===== src/logic/lcm_defines.vh =====
/*
 constants of the character display command interpreter:
 packet type codes, command codes, payload sizes, timing and reset values.
 assumes a 40 MHz system clock.
*/
`ifndef LCM_DEFINES_VH
`define LCM_DEFINES_VH

// ---------------------------------------------------------------
// packet type field, length limit and check value
// ---------------------------------------------------------------
`define LCM_KIND_CMD 2'h0
`define LCM_KIND_RSP 2'h1
`define LCM_KIND_ERR 2'h3
`define LCM_MAX_LEN 8'h16
`define LCM_CRC_INIT 16'hffff
`define LCM_CRC_POLY 16'h8408

// ---------------------------------------------------------------
// command codes and sizes
// ---------------------------------------------------------------
`define LCM_C_ECHO 6'h00
`define LCM_C_VER 6'h01
`define LCM_C_UWR 6'h02
`define LCM_C_URD 6'h03
`define LCM_C_STORE 6'h04
`define LCM_C_RESTART 6'h05
`define LCM_C_CLEAR 6'h06
`define LCM_C_LINE1 6'h07
`define LCM_ECHO_MAX 8'h10
`define LCM_BLOCK_LEN 8'h10
`define LCM_RST_LEN 8'h03
`define LCM_SELF_KEY 24'h081263
`define LCM_HRST_KEY 24'h0c1c61
`define LCM_POFF_KEY 24'h030b5f
`define LCM_BLANK 8'h20

// ---------------------------------------------------------------
// timing
// ---------------------------------------------------------------
`define LCM_CLK_KHZ 40000
`define LCM_FAN_GAP_MS 500
`define LCM_HRST_MS 1500
`define LCM_PULSE_UNIT_MS 1

// ---------------------------------------------------------------
// configuration word layout and boot defaults
// ---------------------------------------------------------------
`define LCM_CFG_W 64
`define LCM_FAN_LSB 0
`define LCM_BOOT_CFG_RST 64'h0000000064646464

`endif

===== src/logic/lcm_cmd.v =====
/*
 command interpreter for the first eight commands of a character display module:
 takes a byte stream of command packets, executes, answers with packets.
 assumes rx bytes come from a uart on the same clock and tx bytes go to one.
*/
//
// What this block does
// [RULE1] echo payload 0-16 bytes back, type 0x40
// [RULE2] version query answers 0x41 with 16 bytes
// [RULE3] user write needs 16 bytes, acked 0x42
// [RULE4] user read answers 0x43 with stored bytes
// [RULE5] store current state as boot, ack 0x44
// [RULE6] reporting, failsafe, watchdog enables never stored
// [RULE7] verify stored state, error on mismatch
// [RULE8] key 8,18,99 restarts module from boot state
// [RULE9] host waits up to 3 s
// [RULE10] fans start one by one, 500ms apart
// [RULE11] key 12,28,97 drives host reset pin
// [RULE12] ack, reset host, restart, then ignore commands; code ignores them only during the reset and restart, then accepts them again
// [RULE13] key 3,11,95 pulses host power, then restarts
// [RULE14] every restart variant acked 0x45, empty
// [RULE15] host keeps power pins in default mode
// [RULE16] clear fills 0x20, cursor home, ack 0x46
// [RULE17] top line: 16 centre chars, edges blank, 0x47
// [RULE18] answer carries command code in low bits
// [RULE19] packet is type, length, data, check value
// [RULE20] top bits 11 mark an error answer
// [RULE21] bad length or key gives error, no action; code drops a packet with length above 22 without any answer
`timescale 1ns/1ps
`include "lcm_defines.vh"

module lcm_cmd #(
    parameter FAN_GAP = `LCM_FAN_GAP_MS * `LCM_CLK_KHZ,
    parameter HRST_TIME = `LCM_HRST_MS * `LCM_CLK_KHZ,
    parameter PULSE_UNIT = `LCM_PULSE_UNIT_MS * `LCM_CLK_KHZ,
    parameter [127:0] VERSION_TEXT = 128'h30313233343536373839616263646566 // arbitrary
) (
    input wire clk,
    input wire sys_rst,
    input wire rx_valid,
    input wire [7:0] rx_data,
    input wire tx_ready,
    input wire [`LCM_CFG_W-1:0] cur_cfg,
    input wire [7:0] pwr_pulse_len,
    input wire [3:0] feat_en_set,
    output reg tx_valid,
    output reg [7:0] tx_data,
    output reg host_rst,
    output reg host_pwr,
    output reg [319:0] disp_chars,
    output reg [4:0] cursor_col,
    output reg cursor_row,
    output reg [`LCM_CFG_W-1:0] cfg_out,
    output reg [31:0] fan_pwr,
    output reg [3:0] feat_en
);
    // ---------------------------------------------------------------
    // states
    // ---------------------------------------------------------------
    localparam [7:0] S_RX = 8'h01, S_EXEC = 8'h02, S_CHECK = 8'h04, S_TX = 8'h08;
    localparam [7:0] S_HOLD = 8'h10, S_BOOT = 8'h20, S_FAN = 8'h40;
    localparam [4:0] P_TYPE = 5'h01, P_LEN = 5'h02, P_DATA = 5'h04;
    localparam [4:0] P_CRC0 = 5'h08, P_CRC1 = 5'h10;

    reg [7:0] state;
    reg [4:0] pst;
    reg [7:0] pay [0:21];
    reg [7:0] user_mem [0:15];
    reg [7:0] rx_type, rx_len, crc_lo;
    reg [4:0] rx_idx;
    reg [15:0] rx_crc, tx_crc;
    reg [7:0] resp_type, resp_len, tx_idx;
    reg [1:0] resp_src;
    reg tx_on, post_hold, hold_pwr, ack_after;
    reg [31:0] timer;
    reg [2:0] fan_i;
    reg [319:0] boot_disp;
    reg [4:0] boot_col;
    reg boot_row;
    reg [`LCM_CFG_W-1:0] boot_cfg;
    wire [15:0] rx_crc_next, tx_crc_next;
    wire [5:0] code = rx_type[5:0];
    wire [23:0] key = {pay[0], pay[1], pay[2]};
    wire [31:0] boot_fans = boot_cfg[`LCM_FAN_LSB +: 32];
    integer k;

    lcm_crc16 u_rx_crc (
        .crc_in(pst == P_TYPE ? `LCM_CRC_INIT : rx_crc),
        .data(rx_data),
        .crc_out(rx_crc_next)
    );
    lcm_crc16 u_tx_crc (
        .crc_in(tx_crc),
        .data(tx_data),
        .crc_out(tx_crc_next)
    );

    // ---------------------------------------------------------------
    // type, length or payload byte of the answer
    // ---------------------------------------------------------------
    function [7:0] pick;
        input [7:0] i;
        reg [4:0] j;
        begin
            j = i[4:0] - 5'd2;
            if (i == 8'h00) begin
                pick = resp_type;
            end else if (i == 8'h01) begin
                pick = resp_len;
            end else if (resp_src == 2'h1) begin
                pick = VERSION_TEXT[8 * (15 - j[3:0]) +: 8]; // RULE2
            end else if (resp_src == 2'h2) begin
                pick = user_mem[j[3:0]]; // RULE4
            end else begin
                pick = pay[j]; // RULE1
            end
        end
    endfunction

    // ---------------------------------------------------------------
    // main sequencer
    // ---------------------------------------------------------------
    always @(posedge clk) begin
        if (sys_rst) begin
            state <= S_BOOT;
            pst <= P_TYPE;
            rx_type <= 8'h00;
            rx_len <= 8'h00;
            crc_lo <= 8'h00;
            rx_idx <= 5'h00;
            rx_crc <= `LCM_CRC_INIT;
            tx_crc <= `LCM_CRC_INIT;
            resp_type <= 8'h00;
            resp_len <= 8'h00;
            resp_src <= 2'h0;
            tx_idx <= 8'h00;
            tx_on <= 1'b0;
            post_hold <= 1'b0;
            hold_pwr <= 1'b0;
            ack_after <= 1'b0;
            timer <= 32'h0;
            fan_i <= 3'h0;
            tx_valid <= 1'b0;
            tx_data <= 8'h00;
            host_rst <= 1'b0;
            host_pwr <= 1'b0;
            disp_chars <= {40{`LCM_BLANK}};
            boot_disp <= {40{`LCM_BLANK}};
            cursor_col <= 5'h00;
            cursor_row <= 1'b0;
            boot_col <= 5'h00;
            boot_row <= 1'b0;
            cfg_out <= `LCM_BOOT_CFG_RST;
            boot_cfg <= `LCM_BOOT_CFG_RST; // RULE10
            fan_pwr <= 32'h0;
            feat_en <= 4'h0;
            for (k = 0; k < 22; k = k + 1) begin
                pay[k] <= 8'h00;
            end
            for (k = 0; k < 16; k = k + 1) begin
                user_mem[k] <= 8'h00;
            end
        end else begin
            feat_en <= feat_en | feat_en_set;
            case (state)
            S_RX: begin
                if (rx_valid) begin
                    case (pst)
                    P_TYPE: begin
                        rx_type <= rx_data;
                        rx_crc <= rx_crc_next;
                        pst <= P_LEN;
                    end
                    P_LEN: begin
                        rx_len <= rx_data;
                        rx_crc <= rx_crc_next;
                        rx_idx <= 5'h00;
                        if (rx_data > `LCM_MAX_LEN) begin
                            pst <= P_TYPE;
                        end else if (rx_data == 8'h00) begin
                            pst <= P_CRC0;
                        end else begin
                            pst <= P_DATA;
                        end
                    end
                    P_DATA: begin
                        pay[rx_idx] <= rx_data;
                        rx_crc <= rx_crc_next;
                        rx_idx <= rx_idx + 5'd1;
                        if ({3'h0, rx_idx} == rx_len - 8'h01) begin
                            pst <= P_CRC0;
                        end
                    end
                    P_CRC0: begin
                        crc_lo <= rx_data;
                        pst <= P_CRC1;
                    end
                    default: begin
                        pst <= P_TYPE;
                        if ({rx_data, crc_lo} == ~rx_crc
                            && rx_type[7:6] == `LCM_KIND_CMD) begin // RULE19
                            state <= S_EXEC;
                        end
                    end
                    endcase
                end
            end
            S_EXEC: begin
                resp_type <= {`LCM_KIND_RSP, code}; // RULE18
                resp_len <= 8'h00;
                resp_src <= 2'h0;
                post_hold <= 1'b0;
                state <= S_TX;
                case (code)
                `LCM_C_ECHO: begin
                    resp_len <= rx_len; // RULE1
                end
                `LCM_C_VER: begin
                    resp_len <= `LCM_BLOCK_LEN;
                    resp_src <= 2'h1;
                end
                `LCM_C_UWR: begin
                    for (k = 0; k < 16; k = k + 1) begin
                        user_mem[k] <= pay[k]; // RULE3
                    end
                end
                `LCM_C_URD: begin
                    resp_len <= `LCM_BLOCK_LEN;
                    resp_src <= 2'h2;
                end
                `LCM_C_STORE: begin
                    boot_disp <= disp_chars; // RULE5
                    boot_col <= cursor_col;
                    boot_row <= cursor_row;
                    boot_cfg <= cur_cfg; // RULE6
                    state <= S_CHECK;
                end
                `LCM_C_RESTART: begin
                    if (key == `LCM_SELF_KEY) begin
                        ack_after <= 1'b1; // RULE8
                        state <= S_BOOT;
                    end else begin
                        post_hold <= 1'b1; // RULE12
                        hold_pwr <= (key == `LCM_POFF_KEY); // RULE13
                    end
                end
                `LCM_C_CLEAR: begin
                    disp_chars <= {40{`LCM_BLANK}}; // RULE16
                    cursor_col <= 5'h00;
                    cursor_row <= 1'b0;
                end
                default: begin
                    disp_chars[159:0] <= {`LCM_BLANK, `LCM_BLANK,
                        pay[15], pay[14], pay[13], pay[12], pay[11], pay[10], pay[9],
                        pay[8], pay[7], pay[6], pay[5], pay[4], pay[3], pay[2], pay[1],
                        pay[0], `LCM_BLANK, `LCM_BLANK}; // RULE17
                end
                endcase
                if (code > `LCM_C_LINE1
                    || (code == `LCM_C_ECHO && rx_len > `LCM_ECHO_MAX)
                    || ((code == `LCM_C_UWR || code == `LCM_C_LINE1)
                        && rx_len != `LCM_BLOCK_LEN)
                    || ((code == `LCM_C_VER || code == `LCM_C_URD || code == `LCM_C_STORE
                        || code == `LCM_C_CLEAR) && rx_len != 8'h00)
                    || (code == `LCM_C_RESTART && (rx_len != `LCM_RST_LEN
                        || (key != `LCM_SELF_KEY && key != `LCM_HRST_KEY
                            && key != `LCM_POFF_KEY)))) begin
                    resp_type <= {`LCM_KIND_ERR, code}; // RULE20 RULE21
                    resp_len <= 8'h00;
                    resp_src <= 2'h0;
                    post_hold <= 1'b0;
                    ack_after <= 1'b0;
                    state <= S_TX;
                    disp_chars <= disp_chars;
                    cursor_col <= cursor_col;
                    cursor_row <= cursor_row;
                    boot_disp <= boot_disp;
                    boot_col <= boot_col;
                    boot_row <= boot_row;
                    boot_cfg <= boot_cfg;
                    for (k = 0; k < 16; k = k + 1) begin
                        user_mem[k] <= user_mem[k];
                    end
                end
            end
            S_CHECK: begin
                state <= S_TX;
                if (boot_disp != disp_chars || boot_col != cursor_col
                    || boot_row != cursor_row || boot_cfg != cur_cfg) begin
                    resp_type <= {`LCM_KIND_ERR, code}; // RULE7
                end
            end
            S_TX: begin
                if (!tx_on) begin
                    tx_on <= 1'b1;
                    tx_valid <= 1'b1;
                    tx_data <= resp_type; // RULE14
                    tx_idx <= 8'h00;
                    tx_crc <= `LCM_CRC_INIT;
                end else if (tx_ready) begin
                    tx_idx <= tx_idx + 8'h01;
                    if (tx_idx <= resp_len + 8'h01) begin
                        tx_crc <= tx_crc_next; // RULE19
                    end
                    if (tx_idx < resp_len + 8'h01) begin
                        tx_data <= pick(tx_idx + 8'h01);
                    end else if (tx_idx == resp_len + 8'h01) begin
                        tx_data <= ~tx_crc_next[7:0];
                    end else if (tx_idx == resp_len + 8'h02) begin
                        tx_data <= ~tx_crc[15:8];
                    end else begin
                        tx_on <= 1'b0;
                        tx_valid <= 1'b0;
                        if (post_hold) begin
                            post_hold <= 1'b0;
                            state <= S_HOLD;
                            host_rst <= ~hold_pwr; // RULE11
                            host_pwr <= hold_pwr; // RULE13
                            timer <= hold_pwr
                                ? (pwr_pulse_len == 8'h00 ? 32'h1 : {24'h0, pwr_pulse_len})
                                    * PULSE_UNIT
                                : HRST_TIME;
                        end else begin
                            state <= S_RX;
                        end
                    end
                end
            end
            S_HOLD: begin
                timer <= timer - 32'h1;
                if (timer <= 32'h1) begin
                    host_rst <= 1'b0;
                    host_pwr <= 1'b0;
                    state <= S_BOOT; // RULE12
                end
            end
            S_BOOT: begin
                disp_chars <= boot_disp; // RULE8
                cursor_col <= boot_col;
                cursor_row <= boot_row;
                cfg_out <= boot_cfg;
                feat_en <= 4'h0; // RULE6
                fan_pwr <= 32'h0;
                fan_i <= 3'h0;
                timer <= 32'h0;
                pst <= P_TYPE;
                state <= S_FAN;
            end
            default: begin
                if (timer != 32'h0) begin
                    timer <= timer - 32'h1; // RULE10
                end else if (fan_i == 3'h4) begin
                    ack_after <= 1'b0;
                    state <= ack_after ? S_TX : S_RX; // RULE12
                end else begin
                    fan_i <= fan_i + 3'h1;
                    if (boot_fans[8 * fan_i[1:0] +: 8] != 8'h00) begin
                        fan_pwr[8 * fan_i[1:0] +: 8] <= boot_fans[8 * fan_i[1:0] +: 8];
                        timer <= FAN_GAP; // RULE10
                    end
                end
            end
            endcase
        end
    end
endmodule // lcm_cmd


===== src/logic/lcm_crc16.v =====
/*
 one byte step of the 16-bit packet check value (reflected form).
 assumes the caller holds the running value and the initial value.
*/
`timescale 1ns/1ps
`include "lcm_defines.vh"

module lcm_crc16 (
    input wire [15:0] crc_in,
    input wire [7:0] data,
    output reg [15:0] crc_out
);
    integer b;
    always @* begin
        crc_out = crc_in ^ {8'h00, data};
        for (b = 0; b < 8; b = b + 1) begin
            if (crc_out[0]) begin
                crc_out = (crc_out >> 1) ^ `LCM_CRC_POLY;
            end else begin
                crc_out = crc_out >> 1;
            end
        end
    end
endmodule // lcm_crc16


===== config.mk =====
export PLATFORM = sky130hd
export DESIGN_NAME = lcm_cmd
export DESIGN_NICKNAME = d
export VERILOG_FILES = /design/src/logic/lcm_cmd.v /design/src/logic/lcm_crc16.v
export VERILOG_INCLUDE_DIRS = /design/src /design/src/logic
export SDC_FILE = /design/constraint.sdc
export NUM_CORES = 2
export LEC_CHECK = 0
export CAP_MARGIN = 10
export CORE_UTILIZATION = 58
export CTS_CLUSTER_SIZE = 20
export DETAILED_ROUTE_END_ITERATION = 16
export DONT_BUFFER_PORTS = 1
export HOLD_SLACK_MARGIN = 0.03
export PLACE_DENSITY = 0.74
export SLEW_MARGIN = 30
export SYNTH_ARGS = -nofsm -noshare
export SYNTH_HDL_FRONTEND = slang
export SYNTH_SLANG_ARGS = --single-unit

===== constraint.sdc =====
create_clock -name clk -period 11.1 [get_ports clk]
set_clock_uncertainty 0.2 [all_clocks]
set_input_delay 1.665 -clock clk [delete_from_list [all_inputs] [get_ports clk]]
set_output_delay 1.665 -clock clk [all_outputs]
set_load 0.02 [all_outputs]

==> out/results.ini <==
[run_status]
status=finished clean

[placed_design]
dpl.hpwl_um=146000
post_dp_cell_area_mm2=0.0605
gp_congestion=0.982
pre_cts_slack_ns=5.35
io_buffer_count=0
dpl.cell_count=7251

[grt]
grt.overflow.total=0
grt_max_degree=811
track_usage=0.382
antenna_found_initial=12
grt_pass1_wl_um=295000
grt_pass1_vias=42700

[die]
initial_core_util=0.588
die_y_um=324
die-area_mm2=0.105
io_pins=525
fp.dieW_um=324
core_area_mm2=0.102
fp-row-count=117

[worst_hold_path]
hp-class=reg2reg
holdCritStartpoint=boot_disp[162]

[synth]
syn_inst=6293
yosysWarnings=0
yosysSeqAreaShare=0.505
synth_edf_count=336
synth-seq-cells=1349
synth_fp_nets=6459
synthesis.area_mm2=0.0601
ys_top_cells_by_area=dfxtp_1, edfxtp_1, nand2_1
yosysTopAreaCell=dfxtp_1
ys_types=91
avgSynthCellArea_um2=9.56
synth_flop_cell=dfxtp_1
synth-async-reset-ratio=0
yosysTopAreaCellShare=0.337

[setup_path]
crit_required_ns=11.48
worstSetupEndpointType=flop
timing.rr.start=state[3]
start_kind=flop
path_class=reg2reg
r2r_slack_ns=5.87
critPathMaxFanout=191
crit_path_start=state[3]
crit_arrival_ns=5.61

[layout]
final_cell_mix=nand2_1, dfxtp_1, a21oi_1
layout-drive-gt1-share=0.0725
fill_cells=8217
fin_area_mm2=0.0652
layout.cells.most_common=nand2_1
utilization=0.637
fin_cells=7504
areaGrowthSynthToFinish_pct=8.38
nNetsFinal=6194

[clocking]
clockBufferDepth=3
ctsResizeCount=0
htreeDepth=4
clock_latency_ns=0.76
post-cts-setup-buffers=0
cts.clk_slew.worst_paths_ns=0.07
cts_root_buffer=clkbuf_16
postCtsHoldBufs=0
cts_tree=yes
cts_made_buffers=139
clock_sinks=1349

[route]
routed_wirelength_um=209000
vias=49100
first_iter_violations=7705
ant_nets=0
via_per_inst=6.55
route.detailed.drc=0
routedWlPerCell_um=27.8
firstDrtPassIters=8

[timing]
tightest_slew_ns=1.32
finalCritPeriodShare=0.471
min_period_ns=5.23
slew_viol_final=0
fmax_mhz=191
timing.hold.ws_ns=0.270
finalSetupViolCount=0
fin_setup_tns_ns=0
rsz0062_at_grt=false
hold_violations=0
setup_slack_ns=5.87
slew_headroom=0.122

[pwr]
total_power_mw=12.5
peakVddDrop_mv=0.158
power.density_mw_per_mm2=192
cellLeakagePower_nw=22.8

[flow_run]
maxCapViolations=0

cells in the mapped netlist, types with 67 or more instances:
library cell / instances
a21oi_1: 610
a22oi_1: 292
and2_1: 272
buf_2: 83
clkbuf_1: 340
dfxtp_1: 1013
edfxtp_1: 336
ha_1: 67
inv_1: 98
mux4_2: 128
nand2_1: 1211
nand3_1: 103
nand4_1: 83
nor2_1: 386
nor4_1: 79
o21ai_0: 107
xnor2_1: 258
xor2_1: 212
flip-flops by register name, summed over array words and instances, names as in the netlist, 7 cells and up:
signal and cells:
boot_cfg 64, boot_disp 320, cfg_out 64, crc_lo 8
disp_chars 320, fan_pwr 32, pay 256, resp_len 8
resp_type 8, rx_crc 16, rx_len 8, rx_type 8
state 7, timer 32, tx_crc 16, tx_data 8
tx_idx 8, user_mem 128
cell families after synthesis:
kind of cell             share of synthesized area
multiplexers                                0.0556
AND/OR/NAND/NOR                              0.175
adder cells (fa/ha/maj)                     0.0176
XOR/XNOR                                    0.0689
AO/OA/AOI/OAI                                0.140
buffers and inverters                       0.0382
flip-flops                                   0.505
final cells by class:
cell class / count / area, um2 / area share
clock buffer: 194 / 3940 / 0.0605
antenna: 1 / 2.50 / 0.0000384
timing repair buffer: 54 / 537 / 0.00824
clock inverter: 54 / 564 / 0.00866
inverter: 100 / 380 / 0.00584
multi-input combinational: 4384 / 27700 / 0.424
tap: 1368 / 1710 / 0.0263
sequential: 1349 / 30400 / 0.466
power breakdown:
part / total, mW / internal (mW) / switching, mW / leakage, nW
clock network: 4.68 / 2.66 / 2.02 / 2.23
registers: 5.48 / 5.18 / 0.300 / 11.4
logic: 2.38 / 0.603 / 1.78 / 9.10
total: 12.5 / 8.45 / 4.09 / 22.8
path summary, 6_finish.rpt:
path | cells past startpoint | endpoint
min reg2reg | 2 | boot_disp[162]
max reg2reg | 9 | boot_disp[196]
min | 2 | boot_disp[162]
max | 9 | boot_disp[196]
per-layer routing:
| layer | routed length (um) | part of all wire | track usage | up-vias |
|---|---|---|---|---|
| li1 | - | - | - | 21600 |
| met4 | 10000 | 0.048 | 0.165 | 14 |
| met5 | 100 | 0.00048 | 0 | - |
| met2 | 89000 | 0.43 | 0.549 | 3254 |
| met1 | 76200 | 0.37 | 0.504 | 23800 |
| met3 | 33400 | 0.16 | 0.158 | 496 |
worst max-delay path: stages (launching register included):
cell and delay, ns:
dfxtp_1 0.42, or4_1 0.61, or4b_1 0.83, a2111oi_2 0.74, nand2_4 0.40, buf_6 0.45, buf_6 0.43, buf_12 0.45
nand2_1 0.21, a21oi_1 0.08
(Power assumes the default switching activity.)
